<file path="src/common/wdt_pkg.sv">
package wdt_pkg;

    // ****************************************************************
    // Register offsets
    // ****************************************************************
    localparam logic [7:0] CLOCK_CONTROL_ADDR     = 8'h8e;
    localparam logic [7:0] WATCHDOG_CONTROL_ADDR  = 8'hd8;
    localparam logic [7:0] EXT_INT_ENABLE_ADDR    = 8'he8;
    localparam logic [7:0] INT_ENABLE_ADDR        = 8'ha8;
    localparam logic [7:0] POWER_MODE_ADDR        = 8'hc7;
    localparam logic [7:0] IRQ_STATUS_ADDR        = 8'hf1;
    localparam logic [7:0] IRQ_CLEAR_ADDR         = 8'hf2;
    localparam logic [7:0] IRQ_ENABLE_ADDR        = 8'hf3;

    // ****************************************************************
    // Field positions
    // ****************************************************************
    localparam int WDC_RESTART_BIT        = 0;
    localparam int WDC_RESET_ENABLE_BIT   = 1;
    localparam int WDC_RESET_CAUSE_BIT    = 2;
    localparam int WDC_IRQ_FLAG_BIT       = 3;
    localparam int CKC_SELECT_LO_BIT      = 6;
    localparam int CKC_SELECT_HI_BIT      = 7;
    localparam int EIE_WDT_IRQ_ENABLE_BIT = 4;
    localparam int IE_GLOBAL_ENABLE_BIT   = 7;
    localparam int PMR_MULT_4X_BIT        = 3;
    localparam int PMR_DIVIDE_LO_BIT      = 6;
    localparam int PMR_DIVIDE_HI_BIT      = 7;
    localparam int STAT_TIMEOUT_BIT       = 0;
    localparam int STAT_WDT_RESET_BIT     = 1;

    // ****************************************************************
    // Reset values
    // ****************************************************************
    localparam logic [7:0] CLOCK_CONTROL_RESET    = 8'h00;
    localparam logic [7:0] WATCHDOG_CONTROL_RESET = 8'h00;
    localparam logic [7:0] EXT_INT_ENABLE_RESET   = 8'h00;
    localparam logic [7:0] INT_ENABLE_RESET       = 8'h00;
    localparam logic [7:0] POWER_MODE_RESET       = 8'h40;
    localparam logic [7:0] IRQ_REG_RESET          = 8'h00;

    // ****************************************************************
    // Timing
    // ****************************************************************
    localparam int CLK_PERIOD_NS      = 10;
    localparam int OSC_PERIOD_NS      = 10;
    localparam int EXP_4X             = 15;
    localparam int EXP_2X             = 16;
    localparam int EXP_DIV1           = 17;
    localparam int EXP_DIV1024        = 27;
    localparam int EXP_STEP           = 3;
    localparam int RESET_DELAY_SYSCLK = 512;
    localparam int DELAY_4X_CYCLES    = RESET_DELAY_SYSCLK / 4;
    localparam int DELAY_2X_CYCLES    = RESET_DELAY_SYSCLK / 2;
    localparam int DELAY_DIV1_CYCLES  = RESET_DELAY_SYSCLK;
    localparam int DELAY_DIV1024      = RESET_DELAY_SYSCLK * 1024;
    localparam int RST_PULSE_OSC      = 13;
    localparam int RST_PULSE_CYCLES   = (RST_PULSE_OSC * OSC_PERIOD_NS + CLK_PERIOD_NS - 1)
                                        / CLK_PERIOD_NS;

    // ****************************************************************
    // Sequencer states
    // ****************************************************************
    typedef enum logic [2:0] {
        PH_RUN   = 3'b001,
        PH_DELAY = 3'b010,
        PH_PULSE = 3'b100
    } wdt_phase_type;

endpackage

</file>
<file path="src/design/wdt_watchdog_timer_unit.sv">
`timescale 1ns/1ps

// Behaviour
// - Time-out sets interrupt flag, control bit 3.
// - CPU irq needs flag, local and global enable.
// - Restart bit restarts count, then self-clears.
// - Early restart begins interval over, no time-out.
// - Enabled reset follows time-out by 512 sysclks.
// - CPU reset only when reset-enable bit set.
// - Watchdog reset lasts 13 oscillator cycles.
// - Reset sets cause flag; only software or rst clears.
// - Counter free-runs, flags every interval regardless.
// - Irq flag cleared only by software or reset.
// - Clock control bits 7:6 select interval.
// - Divide-by-1 time-outs are 2^17..2^26 clocks.
// - Time-out tracks clock mode, step times eight.
// - Interrupt and reset enabled independently.
module wdt_watchdog_timer_unit
    import wdt_pkg::*;
#(
    parameter int TIMEOUT_EXP_4X      = EXP_4X,
    parameter int TIMEOUT_EXP_2X      = EXP_2X,
    parameter int TIMEOUT_EXP_DIV1    = EXP_DIV1,
    parameter int TIMEOUT_EXP_DIV1024 = EXP_DIV1024,
    parameter int TIMEOUT_EXP_STEP    = EXP_STEP,
    parameter int DELAY_DIV1024_CYC   = DELAY_DIV1024,
    parameter int CNT_W               = 37,
    parameter int DLY_W               = 20
)
(
    // Clock and reset
    input  wire logic       clock,
    input  wire logic       rst,
    // Register port
    input  wire logic [7:0] addr,
    input  wire logic [7:0] writeData,
    input  wire logic       writeStrobe,
    input  wire logic       readStrobe,
    output logic      [7:0] readData,
    // CPU side
    output logic            cpuReset,
    output logic            cpuWatchdogIrq,
    // Interrupt line
    output logic            irq
);

    // ****************************************************************
    // State
    // ****************************************************************
    typedef struct packed {
        logic [CNT_W-1:0] count;
        logic [DLY_W-1:0] delay;
        logic [4:0]       pulse;
        wdt_phase_type    phase;
        logic [7:0]       clockCtl;
        logic [7:0]       wdCtl;
        logic [7:0]       extIntEn;
        logic [7:0]       intEn;
        logic [7:0]       powerMode;
        logic [7:0]       irqStatus;
        logic [7:0]       irqEnable;
        logic [7:0]       readData;
        logic             resetOut;
    } wdt_regs_type;

    localparam wdt_regs_type REGS_RESET = '{
        count:     '0,
        delay:     '0,
        pulse:     '0,
        phase:     PH_RUN,
        clockCtl:  CLOCK_CONTROL_RESET,
        wdCtl:     WATCHDOG_CONTROL_RESET,
        extIntEn:  EXT_INT_ENABLE_RESET,
        intEn:     INT_ENABLE_RESET,
        powerMode: POWER_MODE_RESET,
        irqStatus: IRQ_REG_RESET,
        irqEnable: IRQ_REG_RESET,
        readData:  8'h00,
        resetOut:  1'b0
    };

    wdt_regs_type state_reg;
    wdt_regs_type state_next;

    // ****************************************************************
    // Clock mode decode
    // ****************************************************************
    logic [5:0]       baseExp;
    logic [5:0]       stepExp;
    logic [5:0]       intervalExp;
    logic [63:0]      intervalFull;
    logic [CNT_W-1:0] terminalCount;
    logic [DLY_W-1:0] delayLast;
    logic [2:0]       modeBits;
    logic [1:0]       intervalSel;

    always_comb
    begin
        modeBits    = {state_reg.powerMode[PMR_MULT_4X_BIT],
                       state_reg.powerMode[PMR_DIVIDE_HI_BIT],
                       state_reg.powerMode[PMR_DIVIDE_LO_BIT]};
        intervalSel = {state_reg.clockCtl[CKC_SELECT_HI_BIT],
                       state_reg.clockCtl[CKC_SELECT_LO_BIT]};
        case (modeBits)
            3'b100:
            begin
                baseExp   = 6'(TIMEOUT_EXP_4X);
                delayLast = DLY_W'(DELAY_4X_CYCLES - 1);
            end
            3'b000:
            begin
                baseExp   = 6'(TIMEOUT_EXP_2X);
                delayLast = DLY_W'(DELAY_2X_CYCLES - 1);
            end
            3'b011,
            3'b111:
            begin
                baseExp   = 6'(TIMEOUT_EXP_DIV1024);
                delayLast = DLY_W'(DELAY_DIV1024_CYC - 1);
            end
            default:
            begin
                baseExp   = 6'(TIMEOUT_EXP_DIV1);
                delayLast = DLY_W'(DELAY_DIV1_CYCLES - 1);
            end
        endcase
        stepExp       = 6'(TIMEOUT_EXP_STEP);
        intervalExp   = 6'(baseExp + 6'(stepExp * 6'(intervalSel)));
        intervalFull  = (64'h1 << intervalExp) - 64'h1;
        terminalCount = intervalFull[CNT_W-1:0];
    end

    // ****************************************************************
    // Next state
    // ****************************************************************
    logic       wrWatchdog;
    logic       restartReq;
    logic       timeout;
    logic       fireReset;
    logic [7:0] clearMask;

    always_comb
    begin
        state_next = state_reg;
        wrWatchdog = writeStrobe && (addr == WATCHDOG_CONTROL_ADDR);
        restartReq = wrWatchdog && writeData[WDC_RESTART_BIT];
        timeout    = 1'b0;
        fireReset  = 1'b0;
        clearMask  = 8'h00;

        // Plain register writes.
        if (writeStrobe)
        begin
            case (addr)
                CLOCK_CONTROL_ADDR:  state_next.clockCtl  = writeData;
                EXT_INT_ENABLE_ADDR: state_next.extIntEn  = writeData;
                INT_ENABLE_ADDR:     state_next.intEn     = writeData;
                POWER_MODE_ADDR:     state_next.powerMode = writeData;
                IRQ_ENABLE_ADDR:     state_next.irqEnable = writeData;
                IRQ_CLEAR_ADDR:      clearMask            = writeData;
                default:             state_next.clockCtl  = state_reg.clockCtl;
            endcase
        end

        // Watchdog control: software may write flags, hardware sets win below.
        state_next.wdCtl[WDC_RESTART_BIT] = 1'b0;
        if (wrWatchdog)
        begin
            state_next.wdCtl = writeData;
        end

        // Free-running counter with restart.
        if (restartReq || state_reg.phase == PH_PULSE)
        begin
            state_next.count = '0;
        end
        else if (state_reg.count >= terminalCount)
        begin
            state_next.count = '0;
            timeout          = 1'b1;
        end
        else
        begin
            state_next.count = state_reg.count + CNT_W'(1);
        end

        if (timeout)
        begin
            state_next.wdCtl[WDC_IRQ_FLAG_BIT] = 1'b1;
        end

        // Reset sequencer.
        case (state_reg.phase)
            PH_RUN:
            begin
                if (timeout)
                begin
                    state_next.phase = PH_DELAY;
                    state_next.delay = '0;
                end
            end
            PH_DELAY:
            begin
                if (restartReq)
                begin
                    state_next.phase = PH_RUN;
                end
                else if (state_reg.delay == delayLast)
                begin
                    if (state_reg.wdCtl[WDC_RESET_ENABLE_BIT])
                    begin
                        fireReset           = 1'b1;
                        state_next.phase    = PH_PULSE;
                        state_next.pulse    = '0;
                        state_next.resetOut = 1'b1;
                    end
                    else
                    begin
                        state_next.phase = PH_RUN;
                    end
                end
                else
                begin
                    state_next.delay = state_reg.delay + DLY_W'(1);
                end
            end
            PH_PULSE:
            begin
                if (state_reg.pulse == 5'(RST_PULSE_CYCLES - 1))
                begin
                    state_next.resetOut = 1'b0;
                    state_next.phase    = PH_RUN;
                end
                else
                begin
                    state_next.pulse = state_reg.pulse + 5'h01;
                end
            end
            default:
            begin
                state_next.phase    = PH_RUN;
                state_next.resetOut = 1'b0;
            end
        endcase

        if (fireReset)
        begin
            state_next.count                      = '0;
            state_next.wdCtl[WDC_RESTART_BIT]     = 1'b0;
            state_next.wdCtl[WDC_IRQ_FLAG_BIT]    = 1'b0;
            state_next.wdCtl[WDC_RESET_CAUSE_BIT] = 1'b1;
        end

        // Sticky status: set wins over clear.
        state_next.irqStatus = state_reg.irqStatus & ~clearMask;
        if (timeout)
        begin
            state_next.irqStatus[STAT_TIMEOUT_BIT] = 1'b1;
        end
        if (fireReset)
        begin
            state_next.irqStatus[STAT_WDT_RESET_BIT] = 1'b1;
        end

        // Read data stands one cycle after the strobe only.
        state_next.readData = 8'h00;
        if (readStrobe)
        begin
            case (addr)
                CLOCK_CONTROL_ADDR:    state_next.readData = state_reg.clockCtl;
                WATCHDOG_CONTROL_ADDR: state_next.readData = state_reg.wdCtl;
                EXT_INT_ENABLE_ADDR:   state_next.readData = state_reg.extIntEn;
                INT_ENABLE_ADDR:       state_next.readData = state_reg.intEn;
                POWER_MODE_ADDR:       state_next.readData = state_reg.powerMode;
                IRQ_STATUS_ADDR:       state_next.readData = state_reg.irqStatus;
                IRQ_ENABLE_ADDR:       state_next.readData = state_reg.irqEnable;
                default:               state_next.readData = 8'h00;
            endcase
        end
    end

    // ****************************************************************
    // Registers
    // ****************************************************************
    always_ff @(posedge clock)
    begin
        if (rst)
        begin
            state_reg <= REGS_RESET;
        end
        else
        begin
            state_reg <= state_next;
        end
    end

    // ****************************************************************
    // Outputs
    // ****************************************************************
    assign readData       = state_reg.readData;
    assign cpuReset       = state_reg.resetOut;
    assign cpuWatchdogIrq = state_reg.wdCtl[WDC_IRQ_FLAG_BIT]
                          & state_reg.extIntEn[EIE_WDT_IRQ_ENABLE_BIT]
                          & state_reg.intEn[IE_GLOBAL_ENABLE_BIT];
    assign irq            = |(state_reg.irqStatus & state_reg.irqEnable);

endmodule

</file>
<file path="config.mk">
export PLATFORM = sky130hd
export DESIGN_NAME = wdt_watchdog_timer_unit
export DESIGN_NICKNAME = d
export VERILOG_FILES = /design/src/common/wdt_pkg.sv /design/src/design/wdt_watchdog_timer_unit.sv
export SDC_FILE = /design/constraint.sdc
export NUM_CORES = 1
export LEC_CHECK = 0
export BUFFER_PORTS_ARGS = -buffer_cell sky130_fd_sc_hd__clkbuf_2
export CAP_MARGIN = 0
export CORE_UTILIZATION = 30
export DETAILED_ROUTE_END_ITERATION = 10
export GPL_ROUTABILITY_DRIVEN = 0
export GPL_TIMING_DRIVEN = 0
export HOLD_SLACK_MARGIN = 0.06
export PLACE_DENSITY = 0.47
export SYNTH_ARGS = -nofsm -noshare
export SYNTH_HDL_FRONTEND = slang
export SYNTH_SLANG_ARGS = --single-unit
</file>
<file path="constraint.sdc">
create_clock -name clock -period 8.85 [get_ports clock]
set_input_delay 0.885 -clock clock [delete_from_list [all_inputs] [get_ports clock]]
set_output_delay 0.885 -clock clock [all_outputs]
set_load 0.01 [all_outputs]
</file>
Yosys cells after proc, flatten, opt, wreduce, memory -nomap -nowiden
Index checks and enable logic that the tools add are counted.
Operators by class
  equal/unequal tests: 24
  reductions and logical operators: 23
  order comparisons: 1
  muxes and demuxes: 34
  shifts and indexed selects: 1
  add/sub/neg operators: 5
  bitwise operators: 8
  $mul: 1
Operator list (count)
  8-bit == test (second input constant): 8
  19-bit case mux with 3 select lines: 1
  8-bit case mux with 7 select lines: 1
  20-bit 2-to-1 mux: 2
  20-bit case mux with 2 select lines: 1
  37-bit by 1-bit adder with 37-bit output (second input constant): 1
  37-bit greater-or-equal comparator: 1
  1-bit by 6-bit left shift with 37-bit output (first input constant): 1
  37-bit by 1-bit subtractor with 37-bit output (second input constant): 1
  25-bit 2-to-1 mux: 1
  8-bit 2-to-1 mux: 3
  20-bit by 1-bit adder with 20-bit output (second input constant): 1
  20-bit == test: 1
  8-bit bitwise AND: 2
  5-bit case mux with 3 select lines: 1
  1-bit 2-to-1 mux: 14
  3-bit 2-to-1 mux: 4
  2-bit != test (second input constant): 6
  5-bit 2-to-1 mux: 2
  5-bit case mux with 2 select lines: 1
  2-bit AND reduction: 5
  5-bit AND reduction: 2
  3-bit == test (second input constant): 3
  3-bit case mux with 3 select lines: 1
  other kinds (23): 33
Word-level totals
  logic and storage cells: 113
  output and inout port bits: 11
  bits in registers: 130
  bits of input ports: 20

Depth between registers and ports, before layout
  depth in word-level cells: 11
  mapped depth: 33
  gate-level depth less buffers: 27

Worst setup path after synthesis
Ideal clock, no wire load.
  path type: reg2reg
  start: register state_reg, in the netlist modeBits[0]
  end: register state_reg[102] in the netlist's numbering
  arrival time: 6160 ps
  cell stages (with the launch flop): 32
  clock period less this slack: 6225 ps
  setup slack: 2625 ps
  required time: 8785 ps
  path buffers: 6
  library setup time: 65 ps
  cell sequence: dfxtp_1 > inv_1 > ha_1 > clkbuf_1 > nor2_1 > nand2_1 > ha_1 > ha_1 > fa_1 > buf_2 > xnor2_1 > o22a_1 > o221ai_1 > o21ai_1 > clkbuf_1 > inv_1 > nand3_1 > ha_1 > o211a_1 > and2_1 > buf_2 > a221oi_1 > ha_1 > and4_1 > a21oi_1 > a21oi_1 > or3_1 > a211o_1 > or3_1 > buf_4 > buf_4 > nor2_1
On the way
  word-level cells in the longest chain between the ends: 8
  elaborated cells between the ends (all ways): 16
  those cells by class: add/sub: 2; order compare: 1; eq/ne: 4; shift: 1; mux: 5; reduce/logical: 3
Ends and longest elaborated chain
  start, declared: RTL line wdt_watchdog_timer_unit.sv:82  | wdt_regs_type state_reg;
  start signal, assigned: RTL line wdt_watchdog_timer_unit.sv:293  | state_reg <= state_next;
  3-bit by 2-bit == test with 1-bit output / 3-bit == test (equally long branches): RTL line wdt_watchdog_timer_unit.sv:104  | case (modeBits)
  2-bit OR reduction: RTL line wdt_watchdog_timer_unit.sv:104
  5-bit case mux with 3 select lines / 19-bit case mux with 3 select lines (equally long branches): RTL line wdt_watchdog_timer_unit.sv:104
  6-bit by 4-bit adder with 6-bit output / 20-bit == test (equally long branches): RTL line wdt_watchdog_timer_unit.sv:128, wdt_watchdog_timer_unit.sv:208
  1-bit by 6-bit left shift with 37-bit output / 1-bit 2-to-1 mux (equally long branches): RTL line wdt_watchdog_timer_unit.sv:129, wdt_watchdog_timer_unit.sv:208
  37-bit by 1-bit subtractor with 37-bit output / 1-bit 2-to-1 mux (equally long branches): RTL line wdt_watchdog_timer_unit.sv:129, wdt_watchdog_timer_unit.sv:204
  37-bit greater-or-equal comparator / 1-bit 2-to-1 mux (equally long branches): RTL line wdt_watchdog_timer_unit.sv:177, wdt_watchdog_timer_unit.sv:193
  4-bit OR reduction (no source line) (*)
Every way passes the cells marked *; elsewhere a longest branch is shown, timed or not.
A chain may end at the register's enable or synchronous reset.

Final worst setup path
  start: register state_reg, in the netlist modeBits[0]
  end: register state_reg[75] in the netlist's numbering
On the way
  word-level cells in the longest chain between the ends: 11
  elaborated cells between the ends (all ways): 17
  those cells by class: add/sub: 2; order compare: 1; eq/ne: 6; shift: 1; mux: 4; reduce/logical: 3
Ends and longest elaborated chain
  3-bit by 2-bit == test with 1-bit output / 3-bit == test (equally long branches): RTL line wdt_watchdog_timer_unit.sv:104
  2-bit OR reduction: RTL line wdt_watchdog_timer_unit.sv:104
  5-bit case mux with 3 select lines: RTL line wdt_watchdog_timer_unit.sv:104
  6-bit by 4-bit adder with 6-bit output: RTL line wdt_watchdog_timer_unit.sv:128  | intervalExp = 6'(baseExp + 6'(stepExp * 6'(intervalSel)));
  1-bit by 6-bit left shift with 37-bit output: RTL line wdt_watchdog_timer_unit.sv:129  | intervalFull = (64'h1 << intervalExp) - 64'h1;
  37-bit by 1-bit subtractor with 37-bit output: RTL line wdt_watchdog_timer_unit.sv:129
  37-bit greater-or-equal comparator: RTL line wdt_watchdog_timer_unit.sv:177  | else if (state_reg.count >= terminalCount)
  1-bit 2-to-1 mux: RTL line wdt_watchdog_timer_unit.sv:177
  1-bit 2-to-1 mux: RTL line wdt_watchdog_timer_unit.sv:173  | if (restartReq || state_reg.phase == PH_PULSE)
  2-bit != test (no source line)
  4-bit AND reduction (no source line) (*)
Marks and branches as above.

==> results.md <==
* PortBufs at 28
* # H-tree levels at 4
* Residual DRC count at 0
* CTS sink count at 130
* CTS Root Cell: clkbuf_16
* Final Skew at 11.7 ps
* CP most frequent cell: ha_1
* Area Overhead vs Synth at 15.3%
* HP Class: reg -> reg
* Finished Cell Area at 8750 um^2
* Sw Pwr at 0.349 mW
* Outcome: complete, no violations
* Worst EP arrival at 7920 ps
* Global-route wire length before repair at approximately 35000 um
* Cell taking the most area after synthesis: dfxtp_1
* 1st-pass router iterations at 5
* Cells after synthesis at 924
* Worst-Skew Late Latency at 430 ps
* Internal at 1.03 mW
* Routed Antenna Nets at 0
* CTS Buf Count at 17
* Post-Syn Nets at 996
* Yosys reg bits at 130
* CTS tree: done
* Gate power share at 3.0%
* Fill count at approximately 2600
* Yosys warnings at 0
* Clk pin slew, worst setup/hold paths at 70 ps
* Switching share of power at 25.4%
* Deepest clock path buffer count at 2
* Post-DP HPWL at 15500 um
* Most frequent cell after synthesis: dfxtp_1
* Max stage delay cell, worst path: nor4_1
* DRT iter0 DRCs at 489
* DIE HEIGHT at 161 um
* Data required, critical path at 9210 ps
* Final hold vios at 0
* Crit-path leading delay family: compound AO/OA/AOI/OAI gates
* Layout cell share with drive strength beyond 1 at 11.1%
* DIE AREA at 25900 um^2
* Antenna violations before repair at 0
* Post-CTS Resized at 0
* Placed inst area at 8130 um^2
* Core ar. at roughly 25000 um^2
* Final nets at 1043
* Crit path largest cell delay at 560 ps
* Top cells by area, synth: dfxtp_1, ha_1, a21oi_1, nand2_1, nor2_1
* Routed len/inst at ~16 um
* R2r setup slk at around 1300 ps
* Critical Path Fanout Max at 10
* Power per cell area at 157 nW/um^2
* Row count at 57
* Rel. slew slack at between 40% and 50%
* Maxcap violations at 0
* Setup repair bufs after CTS at 0
* CTS Hold Bufs at 0
* EDFF count, synth at 0
* Routed vias at 6828
* Prevailing post-synth register cell: dfxtp_1
* Final period utilization at 85.4%
* Setup crit end kind: flip-flop
* Buf/Inv on CP at 7
* Final WL at 21400 um
* P_leak at 3.38 nW
* Largest register FFs at 116
* Final setup violation count at 0
* Seq/Total Area, Yosys at 34.3%
* Fmax at 132 MHz
* GRT Util Overall at 17.1%
* I/O pins at 31
* Grt total ovfl at 0
* Ys async rst share at 0%
* CP Class: reg -> reg
* Post-synth top cells: dfxtp_1, a21oi_1, nand2_1, nor2_1, nand3_1
* Mapped cell area at 7590 um^2
* RSZ-0062 raised after global routing: no
* Final Critical Period at 7560 ps
* Clock power frac at around 54%
* Max VDD drop at roughly 87 uV
* CP Launch Type: flip-flop
* Die width at 161 um
* Count of final max-slew check failures at 0
* Sequential power share at 42.7%
* Vias in the first global route at 6592
* Synth cell types at 73
* Syn_area_per_cell at 8.21 um^2
* Actual slew at the worst max-slew pin at 802 ps
* Inserted Diodes at 0
* Via density at approximately 5.2
* Setup TNS at 0 ps
* Pin count of the biggest net entering global routing at 17
* Starting Density at between 30% and 40%
* Share of the synthesized area in the top cell type at between 30 and 40%
==> placed cells by master (no fill, tap or decap), types with 16 or more instances in the layout <==
master,netlist,routed
xnor2_1,20,20
dfxtp_1,130,130
a222oi_1,16,16
ha_1,51,51
xor2_1,26,26
and3_1,22,22
nor3_1,16,16
a21oi_1,97,97
clkbuf_2,0,28
nor2_1,93,93
clkbuf_16,0,17
nand2_1,93,93
nand3_1,53,53
o21ai_0,28,28
nand4_1,26,26
mux2i_1,21,21
clkbuf_1,29,29
inv_1,18,18
or3_1,18,18
==> final timing paths <==
path | start | to | cells after the start
worst min register to register | state_reg[30] | state_reg[30] | 2
worst min-delay path | state_reg[30] | state_reg[30] | 2
worst max register to register | modeBits[0] | state_reg[75] | 32
worst max-delay path | modeBits[0] | state_reg[75] | 32
==> power by group through the flow <==
stage	logic [mW]	registers (mW)	clock network, mW
after floorplan	0.0208	0.601	0
after global placement	0.0415	0.601	0
after detailed placement	0.0413	0.601	0
after CTS	0.0415	0.588	0.763
after global routing	0.0452	0.588	0.792
final	0.0415	0.588	0.747
==> per-stage QoR <==
| step | power [mW] | cells | utilization [%] | worst slack [ps] | hold slack (ps) |
|---|---|---|---|---|---|
| 2_1_floorplan | 0.622 | 924 | - | 2630 | 430 |
| 3_3_place_gp | 0.643 | 1276 | 33.2 | 1290 | 448 |
| 3_5_place_dp | 0.643 | 1276 | 33.2 | 1340 | 450 |
| 4_1_cts | 1.39 | 1308 | 35.6 | 1280 | 459 |
| 5_1_grt | 1.42 | 1308 | 35.6 | 560 | 485 |
| 6_report | 1.38 | 1308 | 35.6 | 1290 | 459 |
==> tightest hold or removal path, stage by stage, from the launching register on <==
cell and delay [ps]:
dfxtp_1 310, nand2_1 50, a21oi_1 50
==> logic make-up after synthesis <==
logic type,Yosys count,share of synthesized area (%)
compound gates,208,17.5
xor+xnor,46,5.31
fa+ha+maj,52,8.67
buf+inv,72,4.52
flops,130,34.3
mux,29,3.96
simple gates,387,25.8
==> metal layers <==
layer | GRT usage, % | up-vias | routed length (um)
li1 | - | 3441 | -
met3 | 3.29 | 23 | 886
met2 | 26.0 | 143 | 9510
met1 | 24.1 | 3221 | 10700
met4 | 5.45 | 0 | 356
met5 | 0 | - | 0
==> area by class of cell <==
cell class,count,area (um^2),share of cell area (%)
flip-flops and latches,130,2600,29.8
well taps,324,405,4.64
inverters,19,71.3,0.815
multi-input cells,722,4640,53.1
clock inverters,15,186,2.13
clock buffers,17,425,4.86
plain buffers,53,272,3.10
repair buffers,28,140,1.60
(Power assumes the default switching activity.)
